### config.mk
export PLATFORM = sky130hd
export DESIGN_NAME = asa_sram_engine
export DESIGN_NICKNAME = d
export VERILOG_FILES = /design/src/rtl/asa_pkg.sv /design/src/rtl/asa_sram_engine.sv
export SDC_FILE = /design/constraint.sdc
export NUM_CORES = 1
export LEC_CHECK = 0
export BUFFER_PORTS_ARGS = -buffer_cell sky130_fd_sc_hd__buf_2
export CAP_MARGIN = 20
export CORE_AREA = 4 4 109 111
export CTS_CLUSTER_SIZE = 14
export DETAILED_ROUTE_END_ITERATION = 6
export DIE_AREA = 0 0 113 115
export GPL_ROUTABILITY_DRIVEN = 0
export MAX_ROUTING_LAYER = met4
export PLACE_DENSITY_LB_ADDON = 0.12
export SYNTH_ARGS = -nofsm -noshare
export SYNTH_HDL_FRONTEND = slang
export SYNTH_SLANG_ARGS = --single-unit
### constraint.sdc
create_clock -name i_clock -period 2.7 [get_ports i_clock]
set_input_delay 0.675 -clock i_clock [delete_from_list [all_inputs] [get_ports i_clock]]
set_output_delay 0.675 -clock i_clock [all_outputs]
set_load 0.01 [all_outputs]
### src/rtl/asa_pkg.sv
package asa_pkg;
	// clock and memory timing
	localparam int CLK_PERIOD_NS = 100;
	localparam int ACC_FAST_NS = 25;
	localparam int ACC_SLOW_NS = 45;
	// least time, so round up, and never below one cycle
	localparam int ACC_FAST_CYC_I = (ACC_FAST_NS + CLK_PERIOD_NS - 1) / CLK_PERIOD_NS;
	localparam int ACC_SLOW_CYC_I = (ACC_SLOW_NS + CLK_PERIOD_NS - 1) / CLK_PERIOD_NS;
	localparam logic [2:0] ACC_FAST_CYC = 3'(ACC_FAST_CYC_I < 1 ? 1 : ACC_FAST_CYC_I);
	localparam logic [2:0] ACC_SLOW_CYC = 3'(ACC_SLOW_CYC_I < 1 ? 1 : ACC_SLOW_CYC_I);

	// memory geometry
	localparam int ADDR_PINS = 14;
	localparam int ADDR_BITS = 11;
	localparam int DATA_BITS = 8;
	localparam int RD_BYTES = 6;
	localparam logic [2:0] RD_MAX_LEN = 3'h6;
	localparam logic [10:0] LAST_ADDR_1K = 11'h3ff;
	localparam logic [10:0] LAST_ADDR_2K = 11'h7ff;
	localparam logic [10:0] PAGE_STRIDE = 11'h040;
	localparam logic [10:0] HUB1_BASE = 11'h400;
	localparam logic [3:0] LAST_PORT = 4'hc;
	localparam logic [10:0] HUB0_RESERVED_LO = 11'h340;
	// attribute offsets inside a port page
	localparam logic [5:0] OFS_COUNTER_STEP = 6'h04;
	localparam logic [5:0] OFS_LAST_COUNTER = 6'h28;
	localparam logic [5:0] OFS_SRC_ADDR = 6'h2c;
	localparam logic [5:0] OFS_SRC_CHANGE = 6'h32;
	localparam logic [5:0] OFS_STATUS1 = 6'h36;
	localparam logic [5:0] OFS_STATUS2 = 6'h37;
	localparam int MGMT_TAIL_BYTES = 7;

	// reset values
	localparam logic [13:0] RST_MEM_ADDR = 14'h0000;
	localparam logic [7:0] RST_BYTE = 8'h00;

	// engine states
	typedef enum logic [3:0] {
		ST_IDLE = 4'h1,
		ST_SETUP = 4'h2,
		ST_STROBE = 4'h4,
		ST_FINISH = 4'h8
	} asa_state_e;

	// software control bits
	typedef struct packed {
		logic size_2k;
		logic speed_slow;
		logic begin_read;
		logic begin_write;
		logic fill;
		logic hub_sel;
		logic [3:0] port;
		logic [5:0] offset;
		logic [2:0] rd_len;
		logic [7:0] wdata;
	} asa_cfg_s;

	// automatic attribute update request
	typedef struct packed {
		logic valid;
		logic write;
		logic [10:0] addr;
		logic [7:0] wdata;
	} asa_upd_s;

	// memory pin group, strobes active low
	typedef struct packed {
		logic [13:0] addr;
		logic [7:0] dout;
		logic dout_oe;
		logic write_strobe_n;
		logic output_enable_n;
		logic read_write_level;
	} asa_mem_s;
endpackage : asa_pkg

### src/rtl/asa_sram_engine.sv
`timescale 1ns/1ps
module asa_sram_engine
	import asa_pkg::*;
(
	input wire logic i_clock, // system clock
	input wire logic i_resetn, // synchronous reset, active low
	input wire asa_cfg_s i_cfg, // software control bits
	input wire asa_upd_s i_upd, // automatic update request
	output logic o_upd_ready, // update request taken
	output logic [7:0] o_upd_rdata, // update read byte
	output logic o_upd_rvalid, // update access finished
	input wire logic [7:0] i_memory_data_in, // data lines as seen
	output asa_mem_s o_mem, // memory pin group
	output logic [47:0] o_read_data, // six read holding bytes
	output logic o_clear_begin_read, // pulse: drop begin-read
	output logic o_clear_begin_write, // pulse: drop begin-write
	output logic o_read_done_flag, // pulse: cpu read done
	output logic o_write_done_flag, // pulse: cpu write or fill done
	output logic o_busy // memory cycle in progress
);

	// whole module state
	typedef struct packed {
		asa_state_e st;
		logic [10:0] addr; // current byte address
		logic [10:0] last; // last address of a fill
		logic [2:0] tmr; // strobe cycles left
		logic [2:0] left; // read bytes left
		logic [2:0] idx; // holding byte index
		logic own_upd; // cycle belongs to updater
		logic is_write; // cycle is a write
		logic is_fill; // fill in progress
		logic [7:0] wbyte; // byte being written
		logic rd_pend; // cpu read waiting
		logic wr_pend; // cpu write waiting
		logic rd_prev; // begin-read last cycle
		logic wr_prev; // begin-write last cycle
		logic cpu_turn; // cpu has priority next
		logic [47:0] rdata;
		asa_mem_s mem;
		logic upd_ready;
		logic [7:0] upd_rdata;
		logic upd_rvalid;
		logic clr_rd;
		logic clr_wr;
		logic rd_done;
		logic wr_done;
		logic busy;
	} asa_regs_s;

	asa_regs_s cur_ff;
	asa_regs_s nxt_cur;

	// page address from hub, port and offset
	function automatic logic [10:0] page_addr(input logic hub, input logic [3:0] port, input logic [5:0] ofs,
		input logic big);
		logic [10:0] a;
		// ports past twelve land in reserved space
		a = {hub, port, ofs};
		// 1k part has no bit 10, so the second hub folds away
		if (!big)
			a[10] = 1'b0;
		return a;
	endfunction : page_addr

	// strobe length for the chosen speed
	function automatic logic [2:0] strobe_len(input logic slow);
		return slow ? ACC_SLOW_CYC : ACC_FAST_CYC;
	endfunction : strobe_len

	// next state
	always_comb
	begin
		logic cpu_req;
		logic take_cpu;
		logic rd_rise;
		logic wr_rise;
		cpu_req = 1'b0;
		take_cpu = 1'b0;
		// begin bits seen rising this cycle
		rd_rise = i_cfg.begin_read && !cur_ff.rd_prev;
		wr_rise = i_cfg.begin_write && !cur_ff.wr_prev;
		nxt_cur = cur_ff;
		// single-cycle pulses fall back
		nxt_cur.upd_ready = 1'b0;
		nxt_cur.upd_rvalid = 1'b0;
		nxt_cur.clr_rd = 1'b0;
		nxt_cur.clr_wr = 1'b0;
		nxt_cur.rd_done = 1'b0;
		nxt_cur.wr_done = 1'b0;
		nxt_cur.rd_prev = i_cfg.begin_read;
		nxt_cur.wr_prev = i_cfg.begin_write;
		if (rd_rise)
			nxt_cur.rd_pend = 1'b1;
		if (wr_rise)
			nxt_cur.wr_pend = 1'b1;
		case (cur_ff.st)
			ST_IDLE:
			begin
				nxt_cur.mem.dout_oe = 1'b0;
				nxt_cur.mem.write_strobe_n = 1'b1;
				nxt_cur.mem.output_enable_n = 1'b1;
				nxt_cur.mem.read_write_level = 1'b1;
				cpu_req = cur_ff.rd_pend || cur_ff.wr_pend;
				// alternate priority so the cpu always gets in
				take_cpu = cpu_req && (cur_ff.cpu_turn || !i_upd.valid);
				if (take_cpu)
				begin
					nxt_cur.st = ST_SETUP;
					nxt_cur.own_upd = 1'b0;
					nxt_cur.cpu_turn = 1'b0;
					nxt_cur.busy = 1'b1;
					nxt_cur.idx = 3'h0;
					nxt_cur.wbyte = i_cfg.wdata;
					nxt_cur.addr = page_addr(i_cfg.hub_sel, i_cfg.port, i_cfg.offset, i_cfg.size_2k);
					// fill stops at the configured size
					nxt_cur.last = i_cfg.size_2k ? LAST_ADDR_2K : LAST_ADDR_1K;
					if (cur_ff.wr_pend)
					begin
						nxt_cur.is_write = 1'b1;
						// a fresh rise in the taking cycle stays queued
						nxt_cur.wr_pend = wr_rise;
						nxt_cur.is_fill = i_cfg.fill;
						if (i_cfg.fill)
							nxt_cur.addr = 11'h000;
					end
					else
					begin
						nxt_cur.is_write = 1'b0;
						nxt_cur.is_fill = 1'b0;
						nxt_cur.rd_pend = rd_rise;
						nxt_cur.rdata = '0;
						// zero length reads one, above six reads six
						if (i_cfg.rd_len == 3'h0)
							nxt_cur.left = 3'h1;
						else if (i_cfg.rd_len > RD_MAX_LEN)
							nxt_cur.left = RD_MAX_LEN;
						else
							nxt_cur.left = i_cfg.rd_len;
					end
				end
				else if (i_upd.valid)
				begin
					nxt_cur.st = ST_SETUP;
					nxt_cur.own_upd = 1'b1;
					nxt_cur.cpu_turn = 1'b1;
					nxt_cur.busy = 1'b1;
					nxt_cur.upd_ready = 1'b1;
					nxt_cur.is_write = i_upd.write;
					nxt_cur.is_fill = 1'b0;
					nxt_cur.wbyte = i_upd.wdata;
					nxt_cur.addr = i_upd.addr;
					nxt_cur.left = 3'h1;
				end
				else
					nxt_cur.busy = 1'b0;
			end
			ST_SETUP:
			begin
				// address settles before any strobe
				// level high for read, low for write
				nxt_cur.mem.read_write_level = !cur_ff.is_write;
				nxt_cur.mem.dout_oe = cur_ff.is_write;
				// strobe held for the access time
				nxt_cur.tmr = strobe_len(i_cfg.speed_slow);
				nxt_cur.mem.write_strobe_n = !cur_ff.is_write;
				nxt_cur.mem.output_enable_n = cur_ff.is_write;
				nxt_cur.st = ST_STROBE;
			end
			ST_STROBE:
			begin
				if (cur_ff.tmr > 3'h1)
					nxt_cur.tmr = cur_ff.tmr - 3'h1;
				else
				begin
					// strobe ends; write data stays one more cycle for hold
					nxt_cur.mem.write_strobe_n = 1'b1;
					nxt_cur.mem.output_enable_n = 1'b1;
					nxt_cur.st = ST_FINISH;
					if (!cur_ff.is_write)
					begin
						if (cur_ff.own_upd)
							nxt_cur.upd_rdata = i_memory_data_in;
						else
							nxt_cur.rdata[cur_ff.idx * 8 +: 8] = i_memory_data_in;
					end
				end
			end
			ST_FINISH:
			begin
				nxt_cur.mem.dout_oe = 1'b0;
				nxt_cur.mem.read_write_level = 1'b1;
				nxt_cur.st = ST_IDLE;
				if (cur_ff.own_upd)
				begin
					nxt_cur.upd_rvalid = 1'b1;
					nxt_cur.busy = 1'b0;
				end
				// walk every location of the memory
				else if (cur_ff.is_fill && cur_ff.addr != cur_ff.last)
				begin
					nxt_cur.addr = cur_ff.addr + 11'h001;
					nxt_cur.st = ST_SETUP;
				end
				// next consecutive byte of the read
				else if (!cur_ff.is_write && cur_ff.left > 3'h1)
				begin
					nxt_cur.addr = cur_ff.addr + 11'h001;
					nxt_cur.left = cur_ff.left - 3'h1;
					nxt_cur.idx = cur_ff.idx + 3'h1;
					nxt_cur.st = ST_SETUP;
				end
				else if (cur_ff.is_write)
				begin
					nxt_cur.wr_done = 1'b1;
					nxt_cur.clr_wr = 1'b1;
					nxt_cur.busy = 1'b0;
				end
				else
				begin
					nxt_cur.rd_done = 1'b1;
					nxt_cur.clr_rd = 1'b1;
					nxt_cur.busy = 1'b0;
				end
			end
			default:
				nxt_cur.st = ST_IDLE;
		endcase
		// pins follow the next address, so they lead the strobe by a cycle
		// costs a cycle per access, buys address and data setup margin
		// memory stays selected, no select pin exists
		// fourteen address pins, upper ones zero
		nxt_cur.mem.addr = {{(ADDR_PINS - ADDR_BITS){1'b0}}, nxt_cur.addr};
		// write byte settles together with the address
		nxt_cur.mem.dout = nxt_cur.wbyte;
	end

	// every register on the one clock
	// single register stage, reset to idle
	always_ff @(posedge i_clock)
	begin
		if (!i_resetn)
		begin
			cur_ff <= '0;
			cur_ff.st <= ST_IDLE;
			cur_ff.mem.addr <= RST_MEM_ADDR;
			cur_ff.mem.dout <= RST_BYTE;
			cur_ff.mem.write_strobe_n <= 1'b1;
			cur_ff.mem.output_enable_n <= 1'b1;
			cur_ff.mem.read_write_level <= 1'b1;
		end
		else
			cur_ff <= nxt_cur;
	end

	// outputs straight from flops
	assign o_mem = cur_ff.mem;
	assign o_read_data = cur_ff.rdata;
	assign o_upd_ready = cur_ff.upd_ready;
	assign o_upd_rdata = cur_ff.upd_rdata;
	assign o_upd_rvalid = cur_ff.upd_rvalid;
	assign o_clear_begin_read = cur_ff.clr_rd;
	assign o_clear_begin_write = cur_ff.clr_wr;
	assign o_read_done_flag = cur_ff.rd_done;
	assign o_write_done_flag = cur_ff.wr_done;
	assign o_busy = cur_ff.busy;

endmodule : asa_sram_engine

**Word-level counts from Yosys, hierarchy flattened**

Index checks and enable logic that the tools add are counted.
W data, S select, Z words.

- Register bits after elaboration: 119
- Output and inout bits: 89
- Logic and storage cells: 147

- Add/subtract/negate cells: 5
- Magnitude comparators: 3
- Equal/unequal tests: 18
- Shift operators: 2
- Mux-type cells: 55
- Bitwise logic cells: 5
- Reduce and logical (&&, ||, !) cells: 32

Operators by type and width:

| kind | number |
|---|---|
| $mux W48 | 5 |
| $pmux W48 S2 | 1 |
| $mux W11 | 5 |
| $bwmux W48 | 1 |
| $shift A8 B34 Y48 const A | 1 |
| $shiftx A8 B34 Y48 | 1 |
| $mux W13 | 3 |
| $neg A6 Y34 | 1 |
| $mux W15 | 2 |
| $pmux W11 S2 | 1 |
| $mux W3 | 7 |
| $mux W6 | 3 |
| $ne A2 B2 Y1 const B | 9 |
| $pmux W4 S4 | 1 |
| $mux W1 | 13 |
| $ne A3 B3 Y1 const B | 4 |
| $pmux W6 S2 | 1 |
| $reduce_and A2 Y1 | 6 |
| $reduce_and A6 Y1 | 2 |
| $add A11 B1 Y11 const B | 1 |
| $ne A11 B11 Y1 | 1 |
| $mux W10 | 1 |
| $mux W5 | 2 |
| $reduce_bool A2 Y1 | 5 |
| 25 further kinds | 43 |

**Longest topological paths before layout**

Gate-level depths: netlist of the first run.

- Word-level depth: 7
- Depth in mapped cells: 9

**Worst setup path before layout of the first run**

OpenSTA, ideal clock, no wires.

- Path type: reg-to-reg
- Start point: reg cur_ff[136] (netlist name)
- End point: reg cur_ff (netlist bit o_read_data[40])
- Library setup time: 0.059 ns
- Arrival time: 2.238 ns
- Required time: 2.641 ns
- Setup slack: 0.403 ns
- Cell stages (with the launch flop): 10
- Buffers on the path: 3
- Period minus slack after synthesis: 2.297 ns
- Cells stage by stage: dfxtp_1 buf_6 or4b_4 buf_6 nor3_4 a22oi_2 or4_4 nor2b_2 buf_4 a22o_1

- Word-level cells in the longest chain between the ends: 3

RTL lines:

| item | line | text |
|---|---|---|
| from (decl) | asa_sram_engine.sv:51 | `asa_regs_s cur_ff;` |
| from (signal assigned) | asa_sram_engine.sv:253 | `cur_ff <= nxt_cur;` |
| $eq A4 B3 Y1 / $eq A4 B1 Y1 (equally long branches) | asa_sram_engine.sv:97 | `case (cur_ff.st)` |
| $ne A2 B2 Y1 (no source line) / $reduce_bool A2 Y1 (equally long branches) | -- |  |
| $reduce_and A6 Y1 (no source line) | -- |  |

Parallel ways exist; a longest one is shown, timed or not.
A chain may end at the register's enable or synchronous reset.

**Worst setup path in the final report of the first run**

- Start point: reg cur_ff[136] (netlist name)
- End point: reg cur_ff (netlist bit o_read_data[44])

Same word-level chain as after synthesis.

==> results of run 1 <==
-- sequential cells by signal, indices dropped and copies added, names as in the netlist --
register           flops
o_read_data           48
o_mem                 23
cur_ff                22
o_upd_rdata            8
o_busy                 1
o_read_done_flag       1
o_upd_ready            1
o_upd_rvalid           1
o_write_done_flag      1
-- worst paths after layout --
check | start | endpoint | slack, ns | cells after the start
worst max-delay path | cur_ff[136] | o_read_data[44] | 0.20 | 6
worst max register to register | cur_ff[136] | o_read_data[44] | 0.20 | 6
worst min-delay path | o_read_data[30] | o_read_data[30] | 0.46 | 2
worst min register to register | o_read_data[30] | o_read_data[30] | 0.46 | 2
-- layout make-up --
type / count / area [um^2] / share of cell area
multi-input combinational: 415 / 2440 / 0.418
timing repair buffer: 161 / 853 / 0.146
tap: 140 / 175 / 0.0299
clock inverter: 6 / 47.5 / 0.00813
inverter: 19 / 71.3 / 0.0122
clock buffer: 10 / 138 / 0.0235
sequential: 106 / 2120 / 0.363
-- routing by layer --
metal | track usage | vias up | wire length, um
li1 | - | 2328 | -
met1 | 0.255 | 2148 | 5850
met2 | 0.345 | 147 | 6250
met3 | 0.0300 | 19 | 772
met4 | 0.0649 | 0 | 226
met5 | - | - | 0
-- layout by cell type, fill, tap and decap left out, drive strengths merged, types with 2 or more instances in the layout --
| cell type | n |
|---|---|
| mux2i | 11 |
| a311oi | 9 |
| dfxtp | 106 |
| a22o | 15 |
| o2111ai | 3 |
| nor4b | 4 |
| buf | 161 |
| a31oi | 4 |
| o21a | 4 |
| xnor2 | 2 |
| a22oi | 22 |
| nand3 | 26 |
| conb | 3 |
| nand2 | 72 |
| o311ai | 2 |
| a32oi | 3 |
| nor4 | 4 |
| and3 | 3 |
| and4 | 2 |
| or2 | 2 |
| o21ba | 3 |
| and2 | 4 |
| nor2b | 5 |
| inv | 22 |
| nor3 | 15 |
| nand2b | 4 |
| ha | 8 |
| o21ai | 17 |
| nor2 | 80 |
| or4b | 3 |
| o32ai | 3 |
| a211oi | 7 |
| o21bai | 2 |
| o22ai | 8 |
| clkinv | 2 |
| a21oi | 50 |
| clkbuf | 10 |
-- power breakdown --
group          internal (mW)  switching, mW
registers               1.77          0.233
logic                  0.684           1.08
clock network          0.372          0.575
-- critical path, delay by kind of cell, from the launching register on --
| family | cells | cell delay, ns |
|---|---|---|
| AOI/OAI and AO/OA | 2 | 0.30 |
| DFF | 1 | 0.50 |
| and+or+nand+nor | 4 | 1.66 |
-- logic make-up after synthesis --
family                     Yosys count
and+or+nand+nor                    229
AOI/OAI and AO/OA                  159
buffers and inverters              135
DFF                                106
muxes                               12
adders and majority gates            9
xor gates and xnor gates             3
other                                1
-- through the flow --
stage               instance area, um^2  cells  power, mW
floorplan                          5400    656       3.40
global placement                   5660    841       3.74
detailed placement                 5660    841       3.80
CTS                                5850    857       4.73
global route                       5850    857       5.08
finish                             5850    857       4.71
==> impl_metrics.py, run 1 <==
metrics = {
    "logic_synthesis": {
        "ys.flop_type": "dfxtp_1",
        "synth_compound_area_frac": 0.203,
        "ys_async_sr_fraction": 0,
        "synthDistinctLibCells": 63,
        "synth.most_common_cell": "dfxtp_1",
        "syn_avg_cell_area_um2": 8.25,
        "synth_area_mm2": 0.00539,
        "synthXorXnorAreaFrac": 0.00487,
        "synth_top_family_by_area": "compound AO/OA/AOI/OAI gates",
        "ys_seq_elements": 106,
        "synth_top_area_frac": 0.394,
        "synthSimpleGateAreaFrac": 0.199,
        "synthCells": 654,
        "synthMuxAreaShare": 0.0225,
        "yosys_warnings": 0,
        "ys_seq_area_frac": 0.394,
        "synth_edf_count": 0,
        "synth.area.top_cells": "dfxtp_1 39%, buf_4 12%, nor2_1 5.5%, nand2_1 5.0%, a21oi_1 4.6%",
        "synthAdderAreaFrac": 0.0204,
        "synth_commonest_cells": "106 x dfxtp_1, 85 x buf_4, 79 x nor2_1",
        "synth.largest_area_cell": "dfxtp_1",
    },
    "route": {
        "post-route-drc-count": 0,
        "viasPerCell": 5.42,
        "num_vias": 4642,
        "first_pass_iters": 4,
        "first_iter_violations": 302,
        "wl_per_cell_um": 15.3,
        "wl_um": 13100,
        "ant_nets": 0,
    },
    "sta": {
        "setup_tns_ns": 0,
        "drv_slew": 0,
        "fmax_ghz": 0.400,
        "finalClockSkew_ns": 0.0130,
        "setup_violations": 0,
        "setup_slack_ns": 0.201,
        "hold_slack_ns": 0.456,
        "relSlewSlack": 0.281,
        "fin_crit_ns": 2.50,
        "worst_slew_pin_slew_ns": 1.08,
        "hold_violations": 0,
        "min_period_over_period": 0.926,
        "rsz0062_at_grt": "no",
    },
    "clock_tree": {
        "cts.sink_count": 106,
        "hold_buffers": 0,
        "cts_setup_buffers": 0,
        "cts_root_buf": "clkbuf_8",
        "clockBufferDepth": 2,
        "tritoncts": "done",
        "clkTransAtPathRegs_ns": 0.10,
        "cts_made_buffers": 9,
        "cts-htree-levels": 3,
        "cts_resized": 0,
        "clk_latency_ns": 0.37,
    },
    "grt": {
        "grt_max_degree": 42,
        "grt_pass1_vias": 4381,
        "grt_overflow": 0,
        "antenna_found_initial": 0,
        "grtUsageTotal": 0.205,
        "grt_pass1_wl_um": 21300,
    },
    "outcome": {
        "status": "finished, final reports clean",
    },
    "die": {
        "num_io_pins": 147,
        "core_area_mm2": 0.0108,
        "fp.dieH_um": 115,
        "dieWidth_um": 113,
        "rows": 38,
        "die-area_mm2": 0.0130,
        "start_util": 0.500,
    },
    "finish": {
        "drive_above_1_share": 0.275,
        "syn2layout_area_growth_pct": 8.47,
        "finalNetCount": 778,
        "n_antenna_cell": 0,
        "postLayoutCoreUtil": 0.542,
        "n_fill_cell": 1052,
    },
    "pwr": {
        "irDropWorstVdd_v": 0.000361,
        "power.density_mw_per_mm2": 806,
        "p_leak_nw": 2.51,
    },
    "run": {
        "cap_violations": 0,
    },
    "place": {
        "hpwl_um": 9530,
        "dp_worst_setup_slack_ns": 0.222,
        "portBuffers": 142,
    },
    "worst_setup_path": {
        "slowest_stage": "or4_4",
        "worstSetupPathType": "flop to flop",
        "required_ns": 3.02,
        "crit_path_cell_trace": "or4b_1, nor3_1, a22oi_2, or4_4, nor2b_2, a22o_1",
        "cp_max_fo": 9,
        "worstPathArrival_ns": 2.82,
        "cp-start-kind": "flop",
        "endpoint_kind": "flop",
        "max_stage_delay_ns": 0.53,
    },
    "hold_path": {
        "min-delay-path-class": "flop to flop",
    },
}
(Power assumes the default switching activity.)
==> inputs of run 2 (changes only) <==
==> constraint.sdc (replaced) <==
create_clock -name i_clock -period 3.1 [get_ports i_clock]
set_input_delay 0.775 -clock i_clock [delete_from_list [all_inputs] [get_ports i_clock]]
set_output_delay 0.775 -clock i_clock [all_outputs]
set_load 0.01 [all_outputs]
==> run 2 against run 1 <==
Effect of this change: clock power is 14% lower; via count is 0.45% lower; power fell by 13%; largest cell class unchanged; combinational power fell by 15%; design area fell by 1.2%; sequential power is 12% lower; hold slack better by 0.00052 ns.
==> impl_metrics.py, run 2 (synthesis gave the netlist of run 1 again) <==
metrics = {
    "outcome": {
        "status": "finished, final reports clean",
    },
    "route": {
        "wl_per_cell_um": 15.6,
        "first_pass_iters": 5,
        "first_iter_violations": 368,
        "wl_um": 13200,
        "ant_nets": 0,
        "num_vias": 4621,
        "post-route-drc-count": 0,
        "viasPerCell": 5.45,
    },
    "worst_setup_path": {
        "worstSetupPathType": "flop to flop",
        "cp-start-kind": "flop",
        "max_stage_delay_ns": 0.55,
        "slowest_stage": "or4_4",
        "rr_startpoint": "cur_ff[136]",
        "reg2reg_depth": 6,
        "r2r_slack_ns": 0.43,
        "crit_end": "o_read_data[45]",
        "cp_max_fo": 9,
        "crit_path_cell_trace": "or4b_1, nor3_1, a22oi_2, or4_4, nor2b_2, a22o_1",
        "required_ns": 3.42,
        "reg2reg_to": "o_read_data[45]",
        "startpoint": "cur_ff[136]",
        "endpoint_kind": "flop",
        "worstPathArrival_ns": 2.99,
    },
    "grt": {
        "grt_max_degree": 64,
        "antenna_found_initial": 0,
        "grt_overflow": 0,
        "grtUsageTotal": 0.202,
        "grt_pass1_wl_um": 21100,
        "grt_pass1_vias": 4301,
        "gr-usage-met3": 0.0374,
        "met2_usage": 0.348,
        "top_usage_layer": "met2",
        "use_met1": 0.247,
    },
    "finish": {
        "largest_reg_flops": 48,
        "finalNetCount": 769,
        "syn2layout_area_growth_pct": 7.17,
        "multi_input_area_mm2": 0.00244,
        "postLayoutCoreUtil": 0.535,
        "layout_commonest_cell": "buf_2",
        "layout_common_cells": "142 x buf_2, 106 x dfxtp_1, 79 x nor2_1",
        "fin_cells": 848,
        "n_antenna_cell": 0,
        "drive_above_1_share": 0.266,
        "ff_latch_area_mm2": 0.00212,
        "n_fill_cell": 1057,
    },
    "sta": {
        "hold_slack_ns": 0.457,
        "fin_crit_ns": 2.67,
        "hold_violations": 0,
        "rsz0062_at_grt": "no",
        "drv_slew": 0,
        "relSlewSlack": 0.314,
        "min_period_over_period": 0.860,
        "setup_violations": 0,
        "setup_tns_ns": 0,
        "finalClockSkew_ns": 0.0185,
        "worst_slew_pin_slew_ns": 1.03,
        "fmax_ghz": 0.375,
    },
    "clock_tree": {
        "cts-htree-levels": 3,
        "cts.sink_count": 106,
        "tritoncts": "done",
        "cts_resized": 0,
        "cts_root_buf": "clkbuf_8",
        "clockBufferDepth": 2,
        "cts_setup_buffers": 0,
        "clkTransAtPathRegs_ns": 0.11,
        "hold_buffers": 0,
        "clk_latency_ns": 0.37,
        "cts_made_buffers": 9,
    },
    "die": {
        "rows": 38,
        "fp.dieH_um": 115,
        "start_util": 0.500,
        "num_io_pins": 147,
        "dieWidth_um": 113,
        "core_area_mm2": 0.0108,
        "die-area_mm2": 0.0130,
    },
    "pwr": {
        "p_switching_mw": 1.66,
        "combPwrFrac": 0.370,
        "p_int_mw": 2.43,
        "finalPower_mw": 4.09,
        "clockPowerShare": 0.200,
        "power.density_mw_per_mm2": 707,
        "swShare": 0.406,
        "irDropWorstVdd_v": 0.000366,
        "seqPwrFrac": 0.430,
        "p_leak_nw": 2.46,
    },
    "run": {
        "cap_violations": 0,
    },
    "place": {
        "hpwl_um": 9340,
        "place_inst": 832,
        "portBuffers": 142,
    },
    "hold_path": {
        "min-delay-path-class": "flop to flop",
    },
}
run 2: cell count changes in the layout (fill, tap and decap cells not counted):
cell      delta
clkbuf_8     -1
buf_4        -9
inv_8        +1
run 2: critical path, delay by kind of cell (launching register included):
kind,cells,cell delay [ns]
AOI/OAI and AO/OA,2,0.39
and+or+nand+nor,4,1.72
DFF,1,0.51
run 2: worst min-delay path by stage:
| stage | cells past startpoint | to | start | slack, ns |
|---|---|---|---|---|
| floorplan | 2 | o_read_data[26] | o_read_data[26] | 0.43 |
| global placement | 2 | o_read_data[29] | o_read_data[29] | 0.44 |
| detailed placement | 2 | o_read_data[30] | o_read_data[30] | 0.44 |
| CTS | 2 | o_read_data[30] | o_read_data[30] | 0.46 |
| global route | 2 | o_read_data[30] | o_read_data[30] | 0.48 |
| finish | 2 | o_read_data[30] | o_read_data[30] | 0.46 |
run 2: cell type report:
class                   instances  share of cell area
multi-input cells             415               0.423
repair buffers                152               0.136
clock buffers                   9              0.0214
inverters                      19              0.0123
clock inverters                 7              0.0102
well taps                     140              0.0303
flip-flops and latches        106               0.367
run 2: power groups by stage:
stage | sequential (mW) | combinational, mW | clock, mW
after CTS | 1.75 | 1.51 | 0.839
after detailed placement | 1.78 | 1.51 | 0
final | 1.76 | 1.51 | 0.817
after global placement | 1.77 | 1.47 | 0
after floorplan | 1.71 | 1.25 | 0
after global routing | 1.79 | 1.71 | 0.892
run 2: stage by stage:
stage	setup slack, ns	instance area (um^2)
finish	0.434	5780
global route	0.261	5780
CTS	0.480	5780
detailed placement	0.431	5600
global placement	0.498	5600
floorplan	0.803	5400
run 2: routing by layer:
metal	vias up	share of wire
li1	2308	-
met3	12	0.063
met5	-	0
met2	159	0.48
met1	2142	0.45
met4	0	0.0083
==> inputs of run 3 (changes only) <==
--- a/config.mk
+++ b/config.mk
@@ -5,12 +5,13 @@
 export SDC_FILE = /design/constraint.sdc
 export NUM_CORES = 1
 export LEC_CHECK = 0
+export ABC_AREA = 1
 export BUFFER_PORTS_ARGS = -buffer_cell sky130_fd_sc_hd__buf_2
 export CAP_MARGIN = 20
-export CORE_AREA = 4 4 109 111
+export CORE_AREA = 4 4 113 115
 export CTS_CLUSTER_SIZE = 14
 export DETAILED_ROUTE_END_ITERATION = 6
-export DIE_AREA = 0 0 113 115
+export DIE_AREA = 0 0 117 119
 export GPL_ROUTABILITY_DRIVEN = 0
 export MAX_ROUTING_LAYER = met4
 export PLACE_DENSITY_LB_ADDON = 0.12
==> run 3 against run 2 <==
Effect of this change: clock power is 43% higher; global-route usage is 0.61 points higher; maximum frequency is 17% higher; worst setup slack better by 0.39 ns; critical path type unchanged; flip-flop and latch count stayed put; clock-buffer cell count is 2 higher; final cell count is 22% higher; synthesized cell count is 29% higher; first-iteration DRC count is 26% lower; clock skew is 0.010 ns lower.
==> impl_metrics.py, run 3 <==
metrics = {
    "outcome": {
        "status": "finished, final reports clean",
    },
    "logic_synthesis": {
        "synthCells": 842,
        "yosys_warnings": 0,
        "synth.area.top_cells": "dfxtp_1 36%, buf_4 12%, nand2_1 11%, nor2_1 7.5%, a21oi_1 5.2%",
        "ys.flop_type": "dfxtp_1",
        "ys_seq_elements": 106,
        "syn_avg_cell_area_um2": 6.92,
        "synth_edf_count": 0,
        "synth_commonest_cells": "172 x nand2_1, 117 x nor2_1, 106 x dfxtp_1",
        "synthDistinctLibCells": 38,
        "synth.largest_area_cell": "dfxtp_1",
        "ys_seq_area_frac": 0.364,
        "ys_async_sr_fraction": 0,
        "synth_area_mm2": 0.00583,
        "synth_top_area_frac": 0.364,
        "synth.most_common_cell": "nand2_1",
    },
    "sta": {
        "fin_crit_ns": 2.27,
        "finalClockSkew_ns": 0.00853,
        "setup_violations": 0,
        "drv_slew": 0,
        "min_period_over_period": 0.734,
        "relSlewSlack": 0.473,
        "setup_tns_ns": 0,
        "worst_slew_pin_slew_ns": 0.791,
        "fmax_ghz": 0.440,
        "setup_slack_ns": 0.826,
        "rsz0062_at_grt": "no",
        "hold_slack_ns": 0.422,
        "hold_violations": 0,
    },
    "finish": {
        "finalNetCount": 951,
        "n_fill_cell": 1212,
        "drive_above_1_share": 0.204,
        "multi_input_area_mm2": 0.00261,
        "layout_common_cells": "172 x nand2_1, 142 x buf_2, 116 x nor2_1",
        "n_antenna_cell": 0,
        "largest_reg_flops": 48,
        "fin_cells": 1037,
        "ff_latch_area_mm2": 0.00212,
        "layout_commonest_cell": "nand2_1",
        "postLayoutCoreUtil": 0.532,
        "fin_area_mm2": 0.00629,
        "syn2layout_area_growth_pct": 7.90,
    },
    "clock_tree": {
        "hold_buffers": 0,
        "tritoncts": "done",
        "clockBufferDepth": 2,
        "cts.sink_count": 106,
        "cts-htree-levels": 3,
        "cts_made_buffers": 9,
        "cts_root_buf": "clkbuf_16",
        "cts_setup_buffers": 0,
        "clk_latency_ns": 0.35,
        "clkTransAtPathRegs_ns": 0.07,
        "cts_resized": 0,
    },
    "grt": {
        "grt_overflow": 0,
        "grt_pass1_wl_um": 22900,
        "grtUsageTotal": 0.208,
        "grt_max_degree": 59,
        "antenna_found_initial": 0,
        "grt_pass1_vias": 4895,
    },
    "die": {
        "die-area_mm2": 0.0139,
        "num_io_pins": 147,
        "dieWidth_um": 117,
        "start_util": 0.493,
        "rows": 40,
        "fp.dieH_um": 119,
        "core_area_mm2": 0.0118,
    },
    "hold_path": {
        "hold_path.startpoint": "cur_ff[90]",
        "min-delay-path-class": "flop to flop",
    },
    "place": {
        "dp_worst_setup_slack_ns": 0.541,
        "hpwl_um": 10700,
        "place_inst": 1021,
        "portBuffers": 142,
        "dpl_cell_area_mm2": 0.00599,
    },
    "route": {
        "first_pass_iters": 5,
        "viasPerCell": 5.14,
        "post-route-drc-count": 0,
        "num_vias": 5331,
        "first_iter_violations": 273,
        "ant_nets": 0,
        "wl_um": 14500,
        "wl_per_cell_um": 14.0,
    },
    "pwr": {
        "finalPower_mw": 5.69,
        "power.density_mw_per_mm2": 905,
        "swShare": 0.443,
        "seqPwrFrac": 0.327,
        "irDropWorstVdd_v": 0.000391,
        "p_switching_mw": 2.52,
        "combPwrFrac": 0.467,
        "p_leak_nw": 3.01,
        "p_int_mw": 3.17,
        "clockPowerShare": 0.206,
    },
    "worst_setup_path": {
        "endpoint_kind": "flop",
        "required_ns": 3.38,
        "cp-start-kind": "flop",
        "worstPathArrival_ns": 2.56,
        "startpoint": "cur_ff[139]",
        "worstSetupPathType": "flop to flop",
        "cp_max_fo": 19,
        "rr_startpoint": "cur_ff[139]",
    },
    "run": {
        "cap_violations": 0,
    },
}
## run 3: changes by cell type after synthesis, sizes merged, moves of 16 or more
cell,previous run,this run
nand4,1,37
nand2,72,173
nor2,80,119
nand3,26,42
o21ai,17,36
inv,19,75
a22oi,22,0
## run 3: logic make-up after synthesis
kind of cell / synth area share
AOI/OAI and AO/OA: 0.128
xor gates and xnor gates: 0.0150
adders and majority gates: 0.0172
buffers and inverters: 0.189
DFF: 0.364
other: 0.000643
and+or+nand+nor: 0.285
## run 3: power groups by stage
stage | logic [mW] | registers [mW] | clock network, mW
final | 2.66 | 1.86 | 1.17
after global routing | 3.02 | 1.90 | 1.24
after CTS | 2.65 | 1.86 | 1.19
after detailed placement | 2.64 | 1.89 | 0
after global placement | 2.57 | 1.88 | 0
after floorplan | 2.31 | 1.84 | 0
## run 3: critical path: stages (launching register included)
cell	delay, ns
dfxtp_1	0.33
inv_1	0.06
nor2_1	0.08
nand2_1	0.36
nand2_1	0.31
nor3b_2	0.22
buf_4	0.21
nand2_1	0.30
nand2_1	0.15
nand2_1	0.06
nor2_1	0.12
## run 3: metal layers
metal / track usage / vias to the layer above / routed length (um)
li1: - / 2745 / -
met4: 0.0717 / 0 / 242
met3: 0.0285 / 19 / 857
met2: 0.315 / 162 / 6590
met5: - / - / 0
met1: 0.285 / 2405 / 6790
## run 3: area by class of cell
type | count | area share
Sequential cell | 106 | 0.337
Inverter | 77 | 0.0460
Timing Repair Buffer | 151 | 0.124
Tap cell | 147 | 0.0292
Clock buffer | 11 | 0.0386
Multi-Input combinational cell | 540 | 0.415
Clock inverter | 5 | 0.00955
## run 3: final timing paths
check	end	slack, ns	cells past startpoint
hold reg to reg	cur_ff[92]	0.42	1
hold / removal	cur_ff[92]	0.42	1
setup / recovery	o_mem[14]	0.83	10
setup reg to reg	o_mem[14]	0.83	10
